===== src/hw/dssc_pkg.sv =====
package dssc_pkg;

  // chain and bus geometry
  localparam int CHAIN_LEN = 33;
  localparam int DATA_W = 32;
  localparam int CNT_W = 6;
  localparam int MODE_W = 5;
  localparam int ADDR_W = 8;

  // synchronised entry events
  localparam int EVT_W = 3;
  localparam int EVT_BKPT = 0;
  localparam int EVT_WATCH = 1;
  localparam int EVT_DREQ = 2;

  // tap instruction that releases the core
  localparam logic [3:0] IR_RESTART = 4'h4;

  // transfer type encodings
  localparam logic [1:0] TT_MEM = 2'h0;
  localparam logic [1:0] TT_NSEQ = 2'h2;
  localparam logic [1:0] TT_IDLE = 2'h3;

  // program counter steps, in words of four bytes
  localparam logic [31:0] WORD_BYTES = 32'h4;
  localparam logic [31:0] PC_ENTRY_WORDS = 32'h4;
  localparam logic [31:0] PC_DREQ_WORDS = 32'h3;
  localparam logic [31:0] PC_SYS_WORDS = 32'h3;
  localparam logic [31:0] PC_INSN_WORDS = 32'h1;
  localparam logic [31:0] PC_RESET = 32'h0;
  localparam logic [4:0] MODE_RESET = 5'h00;

  // register offsets and fields
  localparam logic [7:0] REG_CTRL = 8'h00;
  localparam logic [7:0] REG_STATUS = 8'h04;
  localparam logic [7:0] REG_PC = 8'h08;
  localparam logic [7:0] REG_MODE = 8'h0c;
  localparam int CTRL_FORCE_ACK = 0;

  // instruction decode fields
  localparam int OPC_TOP = 27;
  localparam int PSR_TOP = 21;
  localparam logic [2:0] OPC_BRANCH = 3'h5;
  localparam logic [2:0] OPC_LDM = 3'h4;
  localparam logic [1:0] OPC_LDST = 2'h1;
  localparam logic [4:0] OPC_PSR = 5'h02;
  localparam logic [1:0] PSR_WRITE = 2'h2;

  // gray codes along run, debug, hold, access
  typedef enum logic [2:0] {
    ST_RUN = 3'h0,
    ST_DEBUG = 3'h1,
    ST_SYS_HOLD = 3'h3,
    ST_SYS_ACC = 3'h2,
    ST_EXIT_HOLD = 3'h5
  } dssc_state_t;

endpackage


===== src/hw/dssc_evt_if.sv =====
`timescale 1ns/100ps
interface dssc_evt_if;
  logic [dssc_pkg::EVT_W-1:0] evt;
  modport src (output evt);
  modport dst (input evt);
endinterface


===== src/hw/dssc_sync.sv =====
`timescale 1ns/100ps
module dssc_sync #(
  parameter int W = dssc_pkg::EVT_W
) (
  // clock and reset
  input wire logic pclk,
  input wire logic presetn,
  // raw pins
  input wire logic [W-1:0] raw,
  // settled levels
  dssc_evt_if.src ev
);

  logic [W-1:0] s1_reg;
  logic [W-1:0] s2_reg;
  logic [W-1:0] s3_reg;
  logic [W-1:0] q_reg;

  // a bit moves only once the last two stages agree
  always_ff @(posedge pclk or negedge presetn) begin
    if (!presetn) begin
      s1_reg <= '0;
      s2_reg <= '0;
      s3_reg <= '0;
      q_reg <= '0;
    end else begin
      s1_reg <= raw;
      s2_reg <= s1_reg;
      s3_reg <= s2_reg;
      q_reg <= ((s2_reg ~^ s3_reg) & s3_reg) | ((s2_reg ^ s3_reg) & q_reg);
    end
  end

  assign ev.evt = q_reg;

endmodule


===== src/hw/dssc_top.sv =====
`timescale 1ns/100ps
module dssc_top (
  // clock and reset
  input wire logic pclk,
  input wire logic presetn,
  // apb slave
  input wire logic [dssc_pkg::ADDR_W-1:0] paddr,
  input wire logic psel,
  input wire logic penable,
  input wire logic pwrite,
  input wire logic [31:0] pwdata,
  output logic [31:0] prdata,
  output logic pready,
  output logic pslverr,
  // entry event pins
  input wire logic break_control_input,
  input wire logic watch_hit,
  input wire logic debug_request,
  // core state at entry
  input wire logic core_narrow,
  input wire logic [dssc_pkg::MODE_W-1:0] core_mode,
  // clock qualifiers
  input wire logic test_clock_qualifier,
  input wire logic system_clock_qualifier,
  // tap controls
  input wire logic [3:0] tap_ir,
  input wire logic tap_chain1,
  input wire logic tap_capture_dr,
  input wire logic tap_shift_dr,
  input wire logic tap_update_dr,
  input wire logic tap_run_idle,
  input wire logic tdi,
  output logic tdo,
  // data bus cells
  input wire logic [dssc_pkg::DATA_W-1:0] data_in,
  output logic [dssc_pkg::DATA_W-1:0] data_out,
  output logic data_oe_n,
  // core side
  output logic debug_acknowledge,
  output logic [1:0] transfer_type,
  output logic fetch_enable,
  output logic pipe_flush,
  output logic exec_strobe,
  output logic [dssc_pkg::DATA_W-1:0] exec_word,
  output logic [dssc_pkg::MODE_W-1:0] cur_mode
);

  localparam int LEN = dssc_pkg::CHAIN_LEN;
  localparam int DW = dssc_pkg::DATA_W;

  dssc_evt_if evt_if ();

  dssc_sync #(.W(dssc_pkg::EVT_W)) u_sync (
    .pclk(pclk),
    .presetn(presetn),
    .raw({debug_request, watch_hit, break_control_input}),
    .ev(evt_if.src)
  );

  dssc_pkg::dssc_state_t state_reg, state_next;
  logic [LEN-1:0] sc_reg;
  logic [dssc_pkg::CNT_W-1:0] cnt_reg;
  logic sys_next_reg;
  logic first_cap_reg;
  logic cause_reg;
  logic sys_ret_reg;
  logic narrow_reg;
  logic [dssc_pkg::MODE_W-1:0] mode_reg;
  logic [31:0] pc_reg;
  logic [DW-1:0] held_reg;
  logic acc_go_reg;
  logic ack_reg;
  logic [1:0] tt_reg;
  logic fetch_reg;
  logic flush_reg;
  logic exec_reg;
  logic [DW-1:0] exec_word_reg;
  logic [DW-1:0] dout_reg;
  logic oe_n_reg;
  logic force_ack_reg;
  logic [31:0] prdata_reg;
  logic pslverr_reg;

  logic [dssc_pkg::EVT_W-1:0] ev;
  logic enter;
  logic step;
  logic restart_go;
  logic acc_done;
  logic [DW-1:0] word;
  logic is_branch;
  logic is_ldst;
  logic is_psr_wr;
  logic is_store;
  logic cap;
  logic apb_wr;

  assign ev = evt_if.evt;
  assign enter = state_reg == dssc_pkg::ST_RUN && (|ev);
  assign word = sc_reg[DW-1:0];
  assign is_branch = word[dssc_pkg::OPC_TOP -: 3] == dssc_pkg::OPC_BRANCH;
  assign is_ldst = word[dssc_pkg::OPC_TOP -: 2] == dssc_pkg::OPC_LDST ||
                   word[dssc_pkg::OPC_TOP -: 3] == dssc_pkg::OPC_LDM;
  assign is_psr_wr = word[dssc_pkg::OPC_TOP -: 5] == dssc_pkg::OPC_PSR &&
                     word[dssc_pkg::PSR_TOP -: 2] == dssc_pkg::PSR_WRITE;
  // load bit is the lower bit of the psr write field
  assign is_store = !held_reg[dssc_pkg::PSR_TOP - 1];
  assign cap = tap_chain1 && tap_capture_dr && test_clock_qualifier;
  // a core step needs a full chain word shifted since capture
  assign step = state_reg == dssc_pkg::ST_DEBUG && tap_chain1 &&
                tap_update_dr && test_clock_qualifier &&
                cnt_reg == dssc_pkg::CNT_W'(LEN);
  // release waits for run-test/idle so several cores start together
  assign restart_go = tap_ir == dssc_pkg::IR_RESTART && tap_run_idle;
  assign acc_done = state_reg == dssc_pkg::ST_SYS_ACC && acc_go_reg &&
                    system_clock_qualifier;
  assign apb_wr = psel && penable && pwrite;

  always_comb begin
    state_next = state_reg;
    unique case (state_reg)
      dssc_pkg::ST_RUN: begin
        if (enter) begin
          state_next = dssc_pkg::ST_DEBUG;
        end
      end
      dssc_pkg::ST_DEBUG: begin
        // bit 33 on the previous word selects system speed
        if (step && sys_next_reg && is_branch) begin
          state_next = dssc_pkg::ST_EXIT_HOLD;
        end else if (step && sys_next_reg && is_ldst) begin
          state_next = dssc_pkg::ST_SYS_HOLD;
        end
      end
      dssc_pkg::ST_SYS_HOLD: begin
        if (restart_go) begin
          state_next = dssc_pkg::ST_SYS_ACC;
        end
      end
      dssc_pkg::ST_SYS_ACC: begin
        if (acc_done) begin
          state_next = dssc_pkg::ST_DEBUG;
        end
      end
      dssc_pkg::ST_EXIT_HOLD: begin
        if (restart_go) begin
          state_next = dssc_pkg::ST_RUN;
        end
      end
      default: state_next = dssc_pkg::ST_RUN;
    endcase
  end

  always_ff @(posedge pclk or negedge presetn) begin
    if (!presetn) begin
      state_reg <= dssc_pkg::ST_RUN;
    end else begin
      state_reg <= state_next;
    end
  end

  // scan chain: tdi enters data bit 0, break cell leaves first
  always_ff @(posedge pclk or negedge presetn) begin
    if (!presetn) begin
      sc_reg <= '0;
      cnt_reg <= '0;
    end else if (cap) begin
      sc_reg <= {first_cap_reg ? cause_reg :
                 (sys_ret_reg || ev[dssc_pkg::EVT_BKPT]), data_in};
      cnt_reg <= '0;
    end else if (tap_chain1 && tap_shift_dr && test_clock_qualifier) begin
      sc_reg <= {sc_reg[LEN-2:0], tdi};
      if (cnt_reg != '1) begin
        cnt_reg <= cnt_reg + 1'b1;
      end
    end
  end

  assign tdo = sc_reg[LEN-1];

  // entry cause, capture history and system-return flag
  always_ff @(posedge pclk or negedge presetn) begin
    if (!presetn) begin
      first_cap_reg <= 1'b0;
      cause_reg <= 1'b0;
      sys_ret_reg <= 1'b0;
      narrow_reg <= 1'b0;
      sys_next_reg <= 1'b0;
    end else begin
      if (enter) begin
        first_cap_reg <= 1'b1;
        cause_reg <= ev[dssc_pkg::EVT_WATCH];
        narrow_reg <= core_narrow;
        sys_next_reg <= 1'b0;
      end else if (cap) begin
        first_cap_reg <= 1'b0;
      end
      // return beats a capture in the same cycle
      if (acc_done) begin
        sys_ret_reg <= 1'b1;
      end else if (cap) begin
        sys_ret_reg <= 1'b0;
      end
      if (step) begin
        sys_next_reg <= sc_reg[LEN-1];
      end
    end
  end

  // program counter bookkeeping and mode
  always_ff @(posedge pclk or negedge presetn) begin
    if (!presetn) begin
      pc_reg <= dssc_pkg::PC_RESET;
      mode_reg <= dssc_pkg::MODE_RESET;
    end else if (enter) begin
      mode_reg <= core_mode;
      if (ev[dssc_pkg::EVT_BKPT] || ev[dssc_pkg::EVT_WATCH]) begin
        pc_reg <= 32'(pc_reg + dssc_pkg::PC_ENTRY_WORDS *
                                dssc_pkg::WORD_BYTES);
      end else begin
        pc_reg <= 32'(pc_reg + dssc_pkg::PC_DREQ_WORDS *
                                dssc_pkg::WORD_BYTES);
      end
    end else if (step) begin
      // a held system-speed word is counted when its access completes
      if (!(sys_next_reg && is_ldst)) begin
        pc_reg <= 32'(pc_reg + dssc_pkg::PC_INSN_WORDS *
                                dssc_pkg::WORD_BYTES);
      end
      // privilege is not checked while halted
      if (is_psr_wr && !sys_next_reg) begin
        mode_reg <= word[dssc_pkg::MODE_W-1:0];
      end
    end else if (acc_done) begin
      pc_reg <= 32'(pc_reg + dssc_pkg::PC_SYS_WORDS *
                              dssc_pkg::WORD_BYTES);
    end else if (apb_wr && paddr == dssc_pkg::REG_PC) begin
      pc_reg <= pwdata;
    end
  end

  // debug-speed execution and system-speed hold
  always_ff @(posedge pclk or negedge presetn) begin
    if (!presetn) begin
      exec_reg <= 1'b0;
      exec_word_reg <= '0;
      held_reg <= '0;
    end else begin
      exec_reg <= step && !(sys_next_reg && (is_branch || is_ldst));
      if (step) begin
        exec_word_reg <= word;
      end
      if (step && sys_next_reg && is_ldst) begin
        held_reg <= word;
      end
    end
  end

  // system-speed access: resync on the system qualifier first
  always_ff @(posedge pclk or negedge presetn) begin
    if (!presetn) begin
      acc_go_reg <= 1'b0;
      dout_reg <= '0;
      oe_n_reg <= 1'b1;
    end else begin
      if (state_reg == dssc_pkg::ST_SYS_ACC && system_clock_qualifier &&
          !acc_go_reg) begin
        acc_go_reg <= 1'b1;
        dout_reg <= exec_word_reg;
        oe_n_reg <= !is_store;
      end else if (acc_done || state_reg != dssc_pkg::ST_SYS_ACC) begin
        acc_go_reg <= 1'b0;
        oe_n_reg <= 1'b1;
      end
    end
  end

  // acknowledge, transfer type, fetch and flush outputs
  always_ff @(posedge pclk or negedge presetn) begin
    if (!presetn) begin
      ack_reg <= 1'b0;
      tt_reg <= dssc_pkg::TT_NSEQ;
      fetch_reg <= 1'b1;
      flush_reg <= 1'b0;
    end else begin
      ack_reg <= (state_next != dssc_pkg::ST_RUN &&
                  state_next != dssc_pkg::ST_SYS_ACC) ||
                 (state_next == dssc_pkg::ST_SYS_ACC &&
                  force_ack_reg);
      // fetch lags the acknowledge edge by one cycle on entry and exit; it stays low through a system access
      fetch_reg <= state_reg == dssc_pkg::ST_RUN;
      flush_reg <= enter;
      if (state_next == dssc_pkg::ST_RUN) begin
        tt_reg <= dssc_pkg::TT_NSEQ;
      // held low while the system qualifier stalls the access
      end else if (state_reg == dssc_pkg::ST_SYS_ACC && !acc_done &&
                   (system_clock_qualifier || acc_go_reg)) begin
        tt_reg <= dssc_pkg::TT_MEM;
      end else begin
        tt_reg <= dssc_pkg::TT_IDLE;
      end
    end
  end

  // apb: zero wait, read data latched in the setup cycle
  always_ff @(posedge pclk or negedge presetn) begin
    if (!presetn) begin
      force_ack_reg <= 1'b0;
      prdata_reg <= '0;
      pslverr_reg <= 1'b0;
    end else begin
      if (apb_wr && paddr == dssc_pkg::REG_CTRL) begin
        force_ack_reg <= pwdata[dssc_pkg::CTRL_FORCE_ACK];
      end
      if (psel && !penable) begin
        pslverr_reg <= 1'b0;
        prdata_reg <= '0;
        unique case (paddr)
          dssc_pkg::REG_CTRL: prdata_reg <= {31'h0, force_ack_reg};
          dssc_pkg::REG_STATUS: prdata_reg <= {27'h0, narrow_reg, tt_reg,
                                  state_reg != dssc_pkg::ST_RUN,
                                  ack_reg};
          dssc_pkg::REG_PC: prdata_reg <= pc_reg;
          dssc_pkg::REG_MODE: prdata_reg <= {27'h0, mode_reg};
          default: pslverr_reg <= 1'b1;
        endcase
      end
    end
  end

  assign prdata = prdata_reg;
  assign pready = penable;
  assign pslverr = pslverr_reg && psel && penable;
  assign data_out = dout_reg;
  assign data_oe_n = oe_n_reg;
  assign debug_acknowledge = ack_reg;
  assign transfer_type = tt_reg;
  assign fetch_enable = fetch_reg;
  assign pipe_flush = flush_reg;
  assign exec_strobe = exec_reg;
  assign exec_word = exec_word_reg;
  assign cur_mode = mode_reg;
endmodule


===== config.mk =====
export PLATFORM = sky130hd
export DESIGN_NAME = dssc_top
export DESIGN_NICKNAME = d
export VERILOG_FILES = /design/src/hw/dssc_pkg.sv /design/src/hw/dssc_evt_if.sv /design/src/hw/dssc_sync.sv /design/src/hw/dssc_top.sv
export SDC_FILE = /design/constraint.sdc
export NUM_CORES = 1
export LEC_CHECK = 0
export ABC_AREA = 1
export BUFFER_PORTS_ARGS = -buffer_cell sky130_fd_sc_hd__buf_4
export CAP_MARGIN = 10
export CORE_MARGIN = 4
export CORE_UTILIZATION = 50
export CTS_CLUSTER_SIZE = 8
export DETAILED_ROUTE_END_ITERATION = 8
export PLACE_DENSITY = 0.69
export SLEW_MARGIN = 20
export SYNTH_ARGS = -nofsm -noshare
export SYNTH_HDL_FRONTEND = slang
export SYNTH_SLANG_ARGS = --single-unit

===== constraint.sdc =====
create_clock -name pclk -period 2.2 [get_ports pclk]
set_input_delay 0.33 -clock pclk [delete_from_list [all_inputs] [get_ports pclk]]
set_output_delay 0.33 -clock pclk [all_outputs]
set_load 0.005 [all_outputs]

* Yosys cells after proc, flatten, opt, wreduce, memory -nomap -nowiden
Cells that the tools add are included.
Cells by class: bitwise logic cells 5, mux-type cells 35, equal/unequal tests 19, reduce and logical (&&, ||, !) cells 63, add/subtract/negate cells 4
Operators with widths (number):
- two-way mux 32 bit | 6
- one-hot mux 32 bit (4 select lines) | 1
- two-way mux 33 bit | 2
- logical AND 1 bit | 33
- adder 32 x 3 -> 32 bit, second input constant | 1
- adder 32 x 4 -> 32 bit, second input constant | 1
- adder 32 x 5 -> 32 bit, second input constant | 1
- two-way mux 3 bit | 6
- two-way mux 6 bit | 3
- equality test 8 x 4 -> 1 bit, second input constant | 2
- two-way mux 5 bit | 3
- one-hot mux 3 bit (5 select lines) | 1
- nonzero test 2 bit | 7
- two-way mux 1 bit | 11
- equality test 3 x 2 -> 1 bit, second input constant | 3
- equality test 3 bit, second input constant | 3
- equality test 8 x 3 -> 1 bit, second input constant | 1
- zero test 8 bit | 1
- logical OR 1 bit | 7
- adder 6 x 1 -> 6 bit, second input constant | 1
- bitwise AND 3 bit | 2
- equality test 6 bit, second input constant | 1
- zero test 3 bit | 2
- inequality test 3 x 2 -> 1 bit, second input constant | 2
- 17 further kinds | 25
Word-level totals: bits of input ports 98, register bits 223, output and inout bits 111, word-level logic and storage cells 153

* Logic depth before layout (Yosys ltp)
depth in word-level cells 13, depth in mapped cells 15, depth with buffers taken out 15

* Modules after synthesis
A second synthesis with hierarchy kept.
Unflattened totals: cells, all modules 1515, area, all modules 11329.6 µm²
By module, submodules not included:
- dssc_top | area an instance 10958.0 µm², seq. area each 4783.3 µm², cells an instance 1491, times used 1
- dssc_sync | area an instance 371.6 µm², seq. area each 300.3 µm², cells an instance 24, times used 1

* Worst setup path after synthesis
OpenSTA, ideal clock, no wires.
path type reg-to-reg, start register pc_reg[2], end register pc_reg[14], data required time 2078 ps, period minus slack after synthesis 1755 ps, path buffers 0, slack 445 ps, setup time 122 ps, arrival 1632 ps, cell stages (with the launch flop) 12, path through dfrtp_1 > inv_1 > ha_1 > inv_1 > nand2_1 > inv_1 > nand2_1 > nor2_1 > xor2_1 > nand2_1 > a21oi_1 > a21oi_1
On the way: word-level cells in the longest chain between the ends 4, elaborated cells between the ends (all ways) 8, classes of those cells add/sub: 3; mux: 5
Ends and longest elaborated chain:
- from (decl) | RTL line dssc_top.sv:69 | logic [31:0] pc_reg;
- from (signal assigned) | RTL line dssc_top.sv:212 | pc_reg <= dssc_pkg::PC_RESET;
- from (signal assigned) | RTL line dssc_top.sv:217 | pc_reg <= 32'(pc_reg + dssc_pkg::PC_ENTRY_WORDS *
- from (signal assigned) | RTL line dssc_top.sv:220 | pc_reg <= 32'(pc_reg + dssc_pkg::PC_DREQ_WORDS *
- adder 32 x 4 -> 32 bit or adder 32 x 3 -> 32 bit (tied branches) | RTL line dssc_top.sv:220, dssc_top.sv:234, dssc_top.sv:226
- two-way mux 32 bit, on equally long branches | RTL line dssc_top.sv:233, dssc_top.sv:225
- two-way mux 32 bit | RTL line dssc_top.sv:223 | end else if (step) begin
- two-way mux 32 bit (*) | RTL line dssc_top.sv:214 | end else if (enter) begin
Every way passes the cells marked *; elsewhere a longest branch is shown, timed or not. The select of a mux whose other input is x is not followed. A chain may end at the register's enable or synchronous reset.

* Worst setup path in the final report
start register pc_reg[4], end register pc_reg[28]
Same word-level chain as after synthesis.

==> metrics.md <==
| Metric | Value |
|---|---|
| Overall routing resource usage | `0.280` |
| Maxcap violations | `0` |
| Most common cell after layout, fill and taps aside | `nand2_1` |
| EDFF count, synth | `0` |
| Fin cells | `a little over 2000` |
| Yosys warnings | `0` |
| Mapped Cells | `1530` |
| Max Fclk | `489 MHz` |
| TritonCTS buffer count | `29` |
| Core area | `0.0220 mm2` |
| Post-synth top area cell | `dfrtp_1` |
| PD cells | `between 1000 and 1500 mW/mm2` |
| Fillers | `about 2000` |
| Num rows | `54` |
| Via density per instance | `5.42` |
| Seq cells post-synth | `just over 200` |
| First-pass iteration count of the detailed router | `5` |
| Cell mode on critical path | `nand2_1` |
| Remaining antenna violation count after routing | `0` |
| Commonest cells after routing, fill and taps aside | `nand2_1, buf_4, o21ai_0` |
| Final Util | `0.645` |
| Final worst path period need | `roughly 2 ns` |
| Die area | `0.0251 mm2` |
| Crit-path leading delay family | `simple AND/OR/NAND/NOR gates` |
| CP startpoint kind | `flop` |
| Max Root-Sink Buffers | `3` |
| Initial DRC count | `964` |
| CP Cell Sequence | `ha_1, inv_1, nor2_4, nand2_2, nor2_1, nand2_1, nand2_1, nand2_1, o21bai_1, nand2_1, nand3_1, nand2_1` |
| Vias | `11100` |
| Final worst-path cycle share | `0.930` |
| H-tree depth | `1` |
| PortBufs | `208` |
| Wirelength per Cell | `about 17 um` |
| Total gr overflow | `0` |
| Starting Density | `0.514` |
| Pleak | `7.14 nW` |
| RSZ-0062 raised after global routing | `no` |
| Tightest Hold Check Type | `in2reg` |
| Max Slew Vio Count | `0` |
| Clock-pin slew on the worst setup and hold paths | `0.06 ns` |
| Kind of critical path | `reg2reg` |
| Critical Path RT | `between 2 and 3 ns` |
| Synth top area cells | `dfrtp_1, nand2_1, o21ai_0, inv_1, nand3_1` |
| Clock Skew | `0.0247 ns` |
| Synth Flop Type | `dfrtp_1` |
| Worst Setup End Kind | `flop` |
| Clock root buffer | `clkbuf_16` |
| Top-area cell type share of the netlist area | `0.442` |
| Post-Syn Nets | `1636` |
| CP peak stage delay | `0.46 ns` |
| Slew @ Worst Pin | `roughly 0.48 ns` |
| Synth Cell Area | `0.0113 mm2` |
| Avg Inst Size Synth | `7.39 um2` |
| Chip Width | `158 um` |
| DRC | `0` |
| Routability congestion estimate | `0.988` |
| Critical path arrival | `2.47 ns` |
| Hold WS | `roughly 0.020 ns` |
| Placed Instances | `1994` |
| DP HPWL | `25900 um` |
| Clk Latency, worst-skew pair | `0.54 ns` |
| Largest net degree at the start of global routing | `65` |
| First-pass GRT wire length | `55800 um` |
| Die height | `about 160 um` |
| Slew margin rel. | `0.675` |
| Final WL | `35500 um` |
| Setup TNS | `0 ns` |
| CP max-delay cell | `dfrtp_2` |
| Final setup vio count | `0` |
| Number of distinct library cells after synthesis | `49` |
| CP bufs+invs | `1` |
| Vias in the first global route | `between 10000 and 15000` |
| Crit path max fanout | `6` |
| Ports | `209` |
| Fraction of layout cells with a size suffix above 1 | `0.195` |
| P&R area growth vs syn | `25.6%` |
| CTS Sinks | `203` |
| Run status | `finished, final reports clean` |
| Initial antenna violation count | `1` |
| Final net count | `1859` |
| CTS tree | `done` |
| Post-synth ARST share | `1.00` |
| Max FFs per register | `33` |
| Register area share after synthesis | `0.449` |
| Hold Fails Final Rpt | `0` |
| Peak supply drop | `651 uV` |
[kinds of logic (layout without fill, tap and decap cells)]
kind of cell	Yosys count	in the layout	synth area share
multiplexers	1	1	0.00133
AO/OA/AOI/OAI	352	352	0.164
buffers and inverters	254	499	0.0935
flip-flops	203	203	0.449
adder cells (fa/ha/maj)	8	8	0.00885
XOR/XNOR	23	23	0.0178
other	0	1	0
AND/OR/NAND/NOR	689	689	0.265
[timing repair]
| item | 4_1_cts | 5_1_grt |
|---|---|---|
| endpoints found under the setup margin | 0 | 18 |
| resized for setup | 0 | 6 |
| buffers inserted | 0 | 4 |
| endpoints found under the hold margin | 50 | 0 |
| hold buffers | 4 | 0 |
[metal layers]
| layer | up-vias | wire (um) | GRT usage |
|---|---|---|---|
| met5 | - | 0 | 0 |
| met4 | 0 | 736 | 0.0690 |
| met3 | 53 | 3210 | 0.0525 |
| met2 | 445 | 15400 | 0.420 |
| met1 | 5247 | 16200 | 0.423 |
| li1 | 5400 | - | - |
[synthesized netlist by cell type, types with 2 or more instances]
cell,instances
inv_1,181
o21ai_4,2
or2_2,5
o21ai_0,200
nand3_4,2
dfstp_2,3
o21ai_1,12
nor3_4,2
nor2_4,8
buf_4,8
o22ai_1,5
clkbuf_1,35
nand2_4,2
a31oi_1,5
o21bai_1,4
nor2_2,13
nand2_1,365
nand3_1,122
inv_4,2
nor3_1,11
inv_2,3
nand4_1,9
dfrtp_1,200
buf_6,7
nand2_2,5
ha_1,8
nor4_1,2
a21o_1,4
o221ai_1,2
a21oi_1,106
o211ai_1,7
buf_1,4
nor2_1,138
buf_2,12
xor2_1,22
[worst min-delay path, delay by kind of cell]
kind                   cells  cell delay (ns)
and+or+nand+nor            2             0.10
buffers and inverters      1             0.09
[cell type report]
cell class | count | area [um2] | area share
Antenna cell | 1 | 2.50 | 0.000176
Clock buffer | 52 | 832 | 0.0585
Clock inverter | 1 | 8.76 | 0.000616
Inverter | 187 | 707 | 0.0497
Multi-Input combinational cell | 1073 | 5190 | 0.365
Sequential cell | 203 | 5090 | 0.358
Tap cell | 280 | 350 | 0.0246
Timing Repair Buffer | 259 | 2040 | 0.143
[path summary, 6_finish.rpt]
| kind | cells past startpoint | start | slack [ns] | endpoint |
|---|---|---|---|---|
| worst max register to register | 12 | pc_reg[4] | 0.15 | pc_reg[28] |
| worst min register to register | 0 | u_sync.s1_reg[2] | 0.35 | u_sync.s2_reg[2] |
| min in group asynchronous | 2 | presetn | 0.33 | data_out[18] |
| max in group asynchronous | 3 | presetn | 1.10 | data_out[29] |
| worst max-delay path | 12 | pc_reg[4] | 0.15 | pc_reg[28] |
| worst min-delay path | 3 | core_narrow | 0.02 | narrow_reg |
[through the flow]
stage / cell area, um2 / worst slack, ns / total power, W
after global routing: 14200 / 0.000531 / 0.0155
after detailed placement: 13300 / 0.108 / 0.0104
after floorplan: 11300 / 0.445 / 0.00827
after global placement: 13300 / 0.147 / 0.0103
final: 14200 / 0.153 / 0.0146
after CTS: 14200 / 0.111 / 0.0146
[power breakdown]
group          internal [W]  switching (W)
Sequential          0.00464       0.000905
Clock               0.00251        0.00160
Combinational       0.00191        0.00305
(Power assumes the default switching activity.)
